[config.mk]
export PLATFORM = sky130hd
export DESIGN_NAME = clic_top
export DESIGN_NICKNAME = d
export VERILOG_FILES = /design/src/include/clic_pkg.sv /design/src/hdl/clic_flag_cell.sv /design/src/hdl/clic_top.sv
export SDC_FILE = /design/constraint.sdc
export NUM_CORES = 1
export LEC_CHECK = 0
export ABC_AREA = 1
export BUFFER_PORTS_ARGS = -buffer_cell sky130_fd_sc_hd__buf_2
export CAP_MARGIN = 20
export CORE_ASPECT_RATIO = 0.9
export CORE_MARGIN = 2
export CORE_UTILIZATION = 54
export DETAILED_ROUTE_END_ITERATION = 8
export PLACE_DENSITY = 0.88
export SYNTH_ARGS = -nofsm -noshare
export SYNTH_HDL_FRONTEND = slang
export SYNTH_HIERARCHICAL = 1
export SYNTH_SLANG_ARGS = --single-unit
export TNS_END_PERCENT = 50
[constraint.sdc]
create_clock -name clk -period 3.6 [get_ports clk]
set_clock_uncertainty 0.05 [all_clocks]
set_input_delay 0.54 -clock clk [delete_from_list [all_inputs] [get_ports clk]]
set_output_delay 0.54 -clock clk [all_outputs]
set_load 0.01 [all_outputs]
[src/include/clic_pkg.sv]
// Shared constants and types for the compare channel low-power and interrupt block
package clic_pkg;

    // ==========================================================
    // Widths
    localparam int CTRL_W = 16;
    localparam int TMR_W = 16;
    localparam int MODE_W = 3;

    // ==========================================================
    // Control word field positions
    localparam int CTRL_MODE_LSB = 0;
    localparam int CTRL_MODE_MSB = 2;
    localparam int CTRL_TSEL_BIT = 3;
    localparam int CTRL_SIDL_BIT = 13;

    // ==========================================================
    // Reset values and fixed figures
    localparam logic PIN_RESET = 1'b0;
    localparam logic FLAG_RESET = 1'b0;
    localparam logic DONE_RESET = 1'b0;
    localparam logic [TMR_W-1:0] DUTY_RESET = 16'h0000;
    localparam logic [TMR_W-1:0] DUTY_ZERO = 16'h0000;
    localparam logic TSEL_TIMER_A = 1'b0;
    localparam logic TSEL_TIMER_B = 1'b1;

    // ==========================================================
    // Channel modes
    typedef enum logic [MODE_W-1:0] {
        CLIC_MODE_OFF = 3'b000,
        CLIC_MODE_MATCH_LOW = 3'b001,
        CLIC_MODE_MATCH_HIGH = 3'b010,
        CLIC_MODE_MATCH_TOGGLE = 3'b011,
        CLIC_MODE_DUAL_SINGLE = 3'b100,
        CLIC_MODE_DUAL_CONT = 3'b101,
        CLIC_MODE_PWM = 3'b110,
        CLIC_MODE_PWM_FAULT = 3'b111
    } clic_mode_t;

endpackage

[src/hdl/clic_flag_cell.sv]
// One sticky interrupt flag with its enable gate
`timescale 1ns/100ps
module clic_flag_cell (
    clk,
    rst,
    hold,
    set,
    clr,
    enable,
    flag,
    req
);
    import clic_pkg::*;

    input wire logic clk;
    input wire logic rst;
    input wire logic hold;
    input wire logic set;
    input wire logic clr;
    input wire logic enable;
    output logic flag;
    output logic req;

    typedef struct packed {
        logic flag;
        logic req;
    } clic_cell_t;

    clic_cell_t state_reg;
    clic_cell_t state_next;

    // ==========================================================
    // Next state: set beats clear so no event is lost
    always_comb begin
        state_next = state_reg;
        if (!hold) begin
            state_next.flag = set | (state_reg.flag & ~clr);
        end
        state_next.req = state_next.flag & enable;
    end

    // ==========================================================
    // State register
    always_ff @(posedge clk or posedge rst) begin
        if (rst) begin
            state_reg <= '{flag: FLAG_RESET, req: FLAG_RESET};
        end else begin
            state_reg <= state_next;
        end
    end

    assign flag = state_reg.flag;
    assign req = state_reg.req;
endmodule

[src/hdl/clic_top.sv]
// Output compare channel: sleep freeze, idle gating, waveform modes and interrupt flags
`timescale 1ns/100ps
module clic_top (
    clk,
    rst,
    cpu_sleep,
    cpu_idle,
    compare_control_reg,
    compare_value,
    compare_second_value,
    timer_a_count,
    timer_b_count,
    timer_a_period_reg,
    timer_b_period_reg,
    timer_a_inc,
    timer_b_inc,
    timer_a_on,
    timer_b_on,
    timer_a_stop_in_idle,
    timer_b_stop_in_idle,
    compare_irq_enable,
    timer_a_irq_enable,
    timer_b_irq_enable,
    compare_irq_flag_clr,
    timer_a_irq_flag_clr,
    timer_b_irq_flag_clr,
    compare_output_pin,
    compare_irq_flag,
    timer_a_irq_flag,
    timer_b_irq_flag,
    compare_irq_req,
    timer_a_irq_req,
    timer_b_irq_req
);
    import clic_pkg::*;

    input wire logic clk;
    input wire logic rst;
    input wire logic cpu_sleep;
    input wire logic cpu_idle;
    input wire logic [clic_pkg::CTRL_W-1:0] compare_control_reg;
    input wire logic [clic_pkg::TMR_W-1:0] compare_value;
    input wire logic [clic_pkg::TMR_W-1:0] compare_second_value;
    input wire logic [clic_pkg::TMR_W-1:0] timer_a_count;
    input wire logic [clic_pkg::TMR_W-1:0] timer_b_count;
    input wire logic [clic_pkg::TMR_W-1:0] timer_a_period_reg;
    input wire logic [clic_pkg::TMR_W-1:0] timer_b_period_reg;
    input wire logic timer_a_inc;
    input wire logic timer_b_inc;
    input wire logic timer_a_on;
    input wire logic timer_b_on;
    input wire logic timer_a_stop_in_idle;
    input wire logic timer_b_stop_in_idle;
    input wire logic compare_irq_enable;
    input wire logic timer_a_irq_enable;
    input wire logic timer_b_irq_enable;
    input wire logic compare_irq_flag_clr;
    input wire logic timer_a_irq_flag_clr;
    input wire logic timer_b_irq_flag_clr;
    output logic compare_output_pin;
    output logic compare_irq_flag;
    output logic timer_a_irq_flag;
    output logic timer_b_irq_flag;
    output logic compare_irq_req;
    output logic timer_a_irq_req;
    output logic timer_b_irq_req;

    // ==========================================================
    // Channel state
    typedef struct packed {
        logic pin;
        logic [TMR_W-1:0] duty;
        logic pulse_done;
        logic [MODE_W-1:0] mode_prev;
    } clic_state_t;

    clic_state_t state_reg;
    clic_state_t state_next;

    // ==========================================================
    // Decoded control and selected time base
    clic_mode_t mode;
    logic timebase_select;
    logic compare_stop_in_idle;
    logic [TMR_W-1:0] sel_count;
    logic [TMR_W-1:0] sel_period;
    logic sel_inc;
    logic sel_on;
    logic timebase_stop_in_idle;
    logic idle_ok;
    logic run;
    logic is_pwm;
    logic cmp_evt;
    logic cmp2_evt;
    logic per_evt;
    logic duty_evt;
    logic mode_chg;
    logic cmp_set;
    logic ta_set;
    logic tb_set;

    // Field extraction; first timer is the default at all-zero control
    always_comb begin
        mode = clic_mode_t'(compare_control_reg[CTRL_MODE_MSB:CTRL_MODE_LSB]);
        timebase_select = compare_control_reg[CTRL_TSEL_BIT];
        compare_stop_in_idle = compare_control_reg[CTRL_SIDL_BIT];
    end

    // Time base mux
    always_comb begin
        if (timebase_select == TSEL_TIMER_B) begin
            sel_count = timer_b_count;
            sel_period = timer_b_period_reg;
            sel_inc = timer_b_inc;
            sel_on = timer_b_on;
            timebase_stop_in_idle = timer_b_stop_in_idle;
        end else begin
            sel_count = timer_a_count;
            sel_period = timer_a_period_reg;
            sel_inc = timer_a_inc;
            sel_on = timer_a_on;
            timebase_stop_in_idle = timer_a_stop_in_idle;
        end
    end

    // Run gating: sleep stops everything, idle stops unless all three conditions hold
    always_comb begin
        idle_ok = !compare_stop_in_idle && sel_on && !timebase_stop_in_idle;
        run = !cpu_sleep && (!cpu_idle || idle_ok);
        is_pwm = (mode == CLIC_MODE_PWM) || (mode == CLIC_MODE_PWM_FAULT);
        cmp_evt = run && sel_inc && (sel_count == compare_value);
        cmp2_evt = run && sel_inc && (sel_count == compare_second_value);
        per_evt = run && sel_inc && (sel_count == sel_period);
        duty_evt = run && sel_inc && (sel_count == state_reg.duty);
        mode_chg = (mode != clic_mode_t'(state_reg.mode_prev));
    end

    // ==========================================================
    // Waveform and flag-set logic
    // Only the pin-affecting skeleton of each mode lives here; fault shut-off of the
    // last PWM mode is not modelled, it behaves as plain PWM.
    always_comb begin
        state_next = state_reg;
        cmp_set = 1'b0;
        ta_set = 1'b0;
        tb_set = 1'b0;
        if (!cpu_sleep) begin
            state_next.mode_prev = mode;
            case (mode)
                CLIC_MODE_MATCH_LOW: begin
                    if (cmp_evt) begin
                        state_next.pin = 1'b0;
                        cmp_set = 1'b1;
                    end
                end
                CLIC_MODE_MATCH_HIGH: begin
                    if (cmp_evt) begin
                        state_next.pin = 1'b1;
                        cmp_set = 1'b1;
                    end
                end
                CLIC_MODE_MATCH_TOGGLE: begin
                    if (cmp_evt) begin
                        state_next.pin = ~state_reg.pin;
                        cmp_set = 1'b1;
                    end
                end
                CLIC_MODE_DUAL_SINGLE: begin
                    // A change into this mode from another mode re-arms one pulse
                    if (mode_chg) begin
                        state_next.pulse_done = DONE_RESET;
                    end else if (!state_reg.pulse_done) begin
                        if (cmp_evt) begin
                            state_next.pin = 1'b1;
                        end
                        if (cmp2_evt) begin
                            state_next.pin = 1'b0;
                            state_next.pulse_done = 1'b1;
                            cmp_set = 1'b1;
                        end
                    end
                end
                CLIC_MODE_DUAL_CONT: begin
                    if (cmp_evt) begin
                        state_next.pin = 1'b1;
                    end
                    if (cmp2_evt) begin
                        state_next.pin = 1'b0;
                        cmp_set = 1'b1;
                    end
                end
                CLIC_MODE_PWM, CLIC_MODE_PWM_FAULT: begin
                    // Period end reloads duty; a zero duty keeps the pin low,
                    // a duty above the period never matches so the pin stays high
                    if (per_evt) begin
                        state_next.duty = compare_second_value;
                        state_next.pin = (compare_second_value != DUTY_ZERO);
                        ta_set = (timebase_select == TSEL_TIMER_A);
                        tb_set = (timebase_select == TSEL_TIMER_B);
                    end else if (duty_evt) begin
                        state_next.pin = 1'b0;
                    end
                end
                default: begin
                    // Channel off: pin keeps its level
                end
            endcase
            if (is_pwm) begin
                cmp_set = 1'b0;
            end
        end
    end

    // ==========================================================
    // State register; sleep simply re-registers the same copy
    always_ff @(posedge clk or posedge rst) begin
        if (rst) begin
            state_reg <= '{pin: PIN_RESET, duty: DUTY_RESET, pulse_done: DONE_RESET,
                           mode_prev: CLIC_MODE_OFF};
        end else begin
            state_reg <= state_next;
        end
    end

    assign compare_output_pin = state_reg.pin;

    // ==========================================================
    // Interrupt flags, one cell per source
    clic_flag_cell u_cmp_flag (
        .clk(clk),
        .rst(rst),
        .hold(cpu_sleep),
        .set(cmp_set),
        .clr(compare_irq_flag_clr),
        .enable(compare_irq_enable),
        .flag(compare_irq_flag),
        .req(compare_irq_req)
    );

    clic_flag_cell u_ta_flag (
        .clk(clk),
        .rst(rst),
        .hold(cpu_sleep),
        .set(ta_set),
        .clr(timer_a_irq_flag_clr),
        .enable(timer_a_irq_enable),
        .flag(timer_a_irq_flag),
        .req(timer_a_irq_req)
    );

    clic_flag_cell u_tb_flag (
        .clk(clk),
        .rst(rst),
        .hold(cpu_sleep),
        .set(tb_set),
        .clr(timer_b_irq_flag_clr),
        .enable(timer_b_irq_enable),
        .flag(timer_b_irq_flag),
        .req(timer_b_irq_req)
    );
endmodule

# Word-level counts from Yosys, hierarchy flattened

Cells that the tools add are included.

Register bits: 27
Input bits: 128
Output and inout port bits: 7
Logic and storage cells: 95

Equal/unequal tests: 17
Muxes and demuxes: 32
Bitwise operators: 15
Reductions and logical operators: 21

Operators by type and width:

| kind                                                                  | number |
|---|---|
| 16-bit equality test                                                  | 4 |
| 16-bit two-way mux                                                    | 2 |
| 1-bit two-way mux                                                     | 28 |
| 16-bit nonzero test                                                   | 1 |
| 3-bit equality test, second input constant                            | 4 |
| 1-bit logical AND                                                     | 8 |
| 2-bit inequality test, second input constant                          | 4 |
| 7-bit AND reduction                                                   | 1 |
| 1-bit AND                                                             | 6 |
| 3-bit by 2-bit equality test with 1-bit output, second input constant | 2 |
| 1-bit inverter                                                        | 6 |
| 1-bit one-hot mux with 6 select lines                                 | 1 |
| 6-bit nonzero test                                                    | 1 |
| 1-bit zero test                                                       | 4 |
| 3-bit by 1-bit equality test with 1-bit output, second input constant | 1 |
| 3-bit inequality test                                                 | 1 |
| 3-bit inequality test, second input constant                          | 1 |
| 1-bit bitwise OR                                                      | 3 |
| 1-bit one-hot mux with 3 select lines                                 | 1 |
| 3-bit AND reduction                                                   | 1 |
| 3-bit OR reduction                                                    | 1 |
| 1-bit logical OR                                                      | 2 |
| 2-bit AND reduction                                                   | 1 |
| 2-bit OR reduction                                                    | 1 |

# Depth between registers and ports, before layout

Word-level depth: 16
Mapped depth: 17
Mapped depth without buffers: 16

# Modules after synthesis

The synthesis kept the hierarchy.

Modules (own cells, without submodules):

| module         | times used | cells each | area an instance (µm²) | sequential area each (µm²) |
|---|---|---|---|---|
| clic_top       | 1          | 586        | 3015.4                 | 525.5 |
| clic_flag_cell | 3          | 10         | 90.1                   | 50.0 |

# Least setup slack after synthesis

OpenSTA, ideal clock, no wires.

Kind: input-to-reg
Start point: input compare_control_reg[3] (netlist name)
End point: register u_ta_flag.state_reg, in the netlist u_ta_flag/req
Data arrival time: 1.970 ns
Setup slack: 1.507 ns
Stages: 14
Path through: buf_6 -> buf_4 -> nand2_1 -> nand2_1 -> nand2_1 -> nand2_1 -> nor2_1 -> nand2_1 -> nor2_2 -> nand3_4 -> buf_6 -> nor3_2 -> nand2_1 -> a21oi_2

RTL lines:

| element              | RTL line             | RTL |
|---|---|---|
| from (decl)          | clic_top.sv:41       | `input wire logic [clic_pkg::CTRL_W-1:0] compare_control_reg;` |
| to (signal assigned) | clic_flag_cell.sv:46 | `state_reg <= '{flag: FLAG_RESET, req: FLAG_RESET};` |
| to (signal assigned) | clic_flag_cell.sv:48 | `state_reg <= state_next;` |
| to (decl)            | clic_flag_cell.sv:29 | `clic_cell_t state_reg;` |

# Worst setup path after layout

Start point: input compare_control_reg[3] (netlist name)
End point: register state_reg[6] (netlist name)

Cells in the longest elaborated chain, start to end: 8
Elaborated cells between the ends (all ways): 14

Ends and longest elaborated chain:

| element                                              | RTL line        | RTL |
|---|---|---|
| 1-bit two-way mux                                    | clic_top.sv:111 | `if (timebase_select == TSEL_TIMER_B) begin` |
| 1-bit logical AND or 1-bit zero test (tied branches) | clic_top.sv:128 | `idle_ok = !compare_stop_in_idle && sel_on && !timebase_stop_in_idle;` |
| 1-bit logical AND                                    | clic_top.sv:128 |  |
| 1-bit logical OR                                     | clic_top.sv:129 | `run = !cpu_sleep && (!cpu_idle \|\| idle_ok);` |
| 1-bit logical AND                                    | clic_top.sv:129 |  |
| 1-bit logical AND                                    | clic_top.sv:133 | `per_evt = run && sel_inc && (sel_count == sel_period);` |
| 1-bit logical AND *                                  | clic_top.sv:133 |  |
| 3-bit AND reduction (no line) *                      | --              |  |
| to (signal assigned)                                 | clic_top.sv:218 | `state_reg <= '{pin: PIN_RESET, duty: DUTY_RESET, pulse_done: DONE_RESET,` |
| to (signal assigned)                                 | clic_top.sv:221 | `state_reg <= state_next;` |
| to (decl)                                            | clic_top.sv:77  | `clic_state_t state_reg;` |

Mark *: on every way between the ends. The rest lies on a longest branch, timed or not.
A chain may end at the register's enable or synchronous reset.

==> flow_metrics.py <==
metrics = {
    "critical_path": {
        "crit_top_cell": "sky130_fd_sc_hd__nand2_1",
        "worst-endpoint-required_ps": 3720,
        "critPathLaunchType": "input pin",
        "cpPeakStageDelay_ps": 360,
        "cp_top_family": "simple AND/OR/NAND/NOR gates",
        "path_buf_inv": 4,
        "critical-path-slowest-cell": "sky130_fd_sc_hd__buf_2",
        "timing.critical_path.to_type": "flop",
        "criticalPathCategory": "in -> reg",
        "cp_data_arrival_time_ps": 2770,
        "crit_path_max_fanout": 45,
        "worstPathCellList": "buf_2 > inv_2 > buf_12 > nand2_1 > nand2_1 > nand2_1 > nand2_1 > nor2_1 > nand2_1 > nor2_2 > nand3_4 > buf_4 > nand2_1 > o21ai_2",
    },
    "clock_network": {
        "cts_inserted_buffers": 3,
        "cts_tree": "yes",
        "cts_hold_buf": 0,
        "cts-resized-gates": 0,
        "cts.root.buffer_cell": "sky130_fd_sc_hd__clkbuf_8",
        "post-cts-setup-buffers": 0,
        "ctsHtreeMaxLevel": 1,
        "clock_sink_count": 27,
        "cts.path.max_buffers": 2,
        "clk_transition_reported_paths_ps": 100,
        "clock_latency_reported_for_the_late_side_of_the_worst_skew_pair_ps": 280,
    },
    "routing": {
        "drtPass1Iterations": 5,
        "vias_per_cell": 4.96,
        "postRouteAntennaNets": 0,
        "drc": 0,
        "avgRoutedWirePerCell_um": 11.8,
        "detail_route.iter0.violations": 245,
        "vias": 3964,
        "drt-total-wl_um": 9450,
    },
    "outcome": {
        "run_status": "finished clean",
    },
    "floorplanning": {
        "dieWidth_um": 86.2,
        "core_sq_um": 5790,
        "io_pins": 135,
        "std_cell_rows": 26,
        "die-area_sq_um": 6730,
        "initial_core_util_pct": 56.7,
        "die-height_um": 78,
    },
    "layout": {
        "ff_latch_area_sq_um": 676,
        "area.growth.synth_to_final_pct": 20.5,
        "antenna_cells": 0,
        "layoutNonFillerInstCount": 800,
        "drive_above_1_share_pct": 21.9,
        "commonest_cells_after_routing_fill_and_taps_aside": "321 x sky130_fd_sc_hd__nand2_1, 123 x sky130_fd_sc_hd__buf_2, 102 x sky130_fd_sc_hd__inv_1, 31 x sky130_fd_sc_hd__nor2_1, 27 x sky130_fd_sc_hd__dfrtp_1",
        "layout.cells.most_common": "sky130_fd_sc_hd__nand2_1",
        "largest_register_ffs": 20,
        "final_stage_net_count": 859,
        "multi_input_area_sq_um": 2080,
        "final.fill_count": 567,
    },
    "timing": {
        "final-setup-viol-count": 0,
        "final-hold-violation-count": 0,
        "unrepaired_setup_endpoints_after_global_routing": "false",
        "fin_crit_sh_pct": 73.8,
        "final.setup.tns_ps": 0,
        "transition_time_at_the_pin_with_the_least_slew_margin_ps": 851,
        "postLayoutSetupSlackWorst_ps": 943,
        "final.min_clock_period_ps": 2660,
        "drv_slew": 0,
        "fmax_mhz": 376,
        "relSlewSlack_pct": 43.2,
    },
    "yosys": {
        "synth_seq_cells": 27,
        "ys_seq_area_share_pct": 20.6,
        "yosys-mux-area-fraction_pct": 0,
        "post_synth.cell_area_avg_sq_um": 5.33,
        "synth_compound_area_share_pct": 7.73,
        "synthDistinctLibCells": 29,
        "synthXorXnorAreaFrac_pct": 6.13,
        "synth-warning-count": 6,
        "netlist_area_sq_um": 3290,
        "post_synthesis_simple_gate_area_fraction_pct": 49.5,
        "syn_nets": 744,
        "synth_top_family_by_area": "simple AND/OR/NAND/NOR gates",
        "netlist_instances": 616,
        "yosys.area_share.adder_pct": 0,
    },
    "power": {
        "internal_power_uw": 521,
        "proportion_of_power_drawn_by_flip_flops_and_latches_pct": 37.6,
        "power.density_nw_per_um2": 211,
        "switching_share_pct": 37.5,
        "ir_worst_vdd_uv": 169,
        "leakagePower_uw": 0.00255,
        "power_frac_comb_pct": 40.8,
        "total_switching_power_uw": 313,
        "total_power_uw": 834,
        "clock_power_share_pct": 21.6,
    },
    "placed_design": {
        "placedCellCount": 796,
        "pre_cts_slack_ps": 684,
        "dp.final_hpwl_um": 7740,
        "gpl.final_weighted_congestion": 0.937,
        "placement.io_buffers": 123,
    },
    "grt": {
        "wire_length_of_the_first_global_routing_pass_um": 15700,
        "largest_net_degree_at_the_start_of_global_routing": 46,
        "grt_pass1_vias": 3684,
        "overflow": 0,
        "initial_antenna_violation_count": 0,
        "track_usage_pct": 28.4,
    },
    "hold_path": {
        "holdCritPathClass": "in -> async",
    },
    "run": {
        "drv_cap": 0,
    },
}
[power by group through the flow]
stage                     Clock, uW  Sequential [uW]  Combinational, uW
after CTS                       181              313                338
after floorplan                   0              319                212
after global routing            195              315                386
after global placement            0              319                325
after detailed placement          0              319                336
final                           180              314                340
[layer usage]
metal | part of all wire (%) | vias up | GRT usage, %
li1 | - | 2051 | -
met1 | 42 | 1733 | 35.4
met2 | 49 | 161 | 50.9
met3 | 6.8 | 19 | 3.72
met4 | 2.0 | 0 | 8.44
met5 | 0 | - | 0
[cell families after synthesis]
family / count (synthesis)
compound gates: 41
buf+inv: 123
xor+xnor: 23
simple gates: 402
flops: 27
[stage by stage]
stage / hold slack [ps] / instance area (sq um) / util [%]
2_1_floorplan: 231 / 3290 / -
6_report: 67.9 / 3960 / 68.4
5_1_grt: 62.0 / 3960 / 68.4
4_1_cts: 69.2 / 3960 / 68.4
3_5_place_dp: 375 / 3910 / 67.5
3_3_place_gp: 369 / 3910 / 67.5
[synth_stat cells (all sizes together)]
master	count	area share, %
nor2	34	4.3
a31oi	1	0.19
inv	107	12
nor3	2	0.61
o21ai	34	6.1
xor2	10	2.7
nor4	4	0.76
nand3	27	4.5
or2	2	0.38
clkbuf	1	0.11
nand4	5	0.95
dfrtp	27	21
a32oi	1	0.27
nand3b	1	0.23
xnor2	13	3.5
a21oi	4	0.95
o31ai	1	0.23
buf	15	3.7
nand2	327	38
[area by class of cell]
cell class              count  share of cell area [%]
repair buffers            126                    16.8
inverters                 107                    10.1
multi-input cells         466                    52.6
clock buffers               3                    1.04
well taps                  70                    2.21
flip-flops and latches     27                    17.1
clock inverters             1                   0.190
[worst register-to-register path: stages, from the launching register on]
cell and delay (ps):
sky130_fd_sc_hd__dfrtp_1 410, sky130_fd_sc_hd__xnor2_1 150, sky130_fd_sc_hd__nand3_1 130, sky130_fd_sc_hd__o21ai_0 170
sky130_fd_sc_hd__nand2_1 60, sky130_fd_sc_hd__o31ai_1 250, sky130_fd_sc_hd__nand2_1 150, sky130_fd_sc_hd__a21oi_2 160
[final timing paths]
kind	startpoint	to	slack [ps]	cells after the start
min	rst	u_tb_flag/req$_DFF_PP0_	70	2
min reg2reg	state_reg[8]$_DFFE_PP0P_	state_reg[8]$_DFFE_PP0P_	440	2
max in group asynchronous	rst	state_reg[10]$_DFFE_PP0P_	2570	2
min in group clk	timer_b_irq_enable	u_tb_flag/req$_DFF_PP0_	410	3
max reg2reg	state_reg[2]$_DFFE_PP0N_	u_cmp_flag/req$_DFF_PP0_	2020	7
max	compare_control_reg[3]	state_reg[6]$_DFFE_PP0P_	940	14
(Power assumes the default switching activity.)
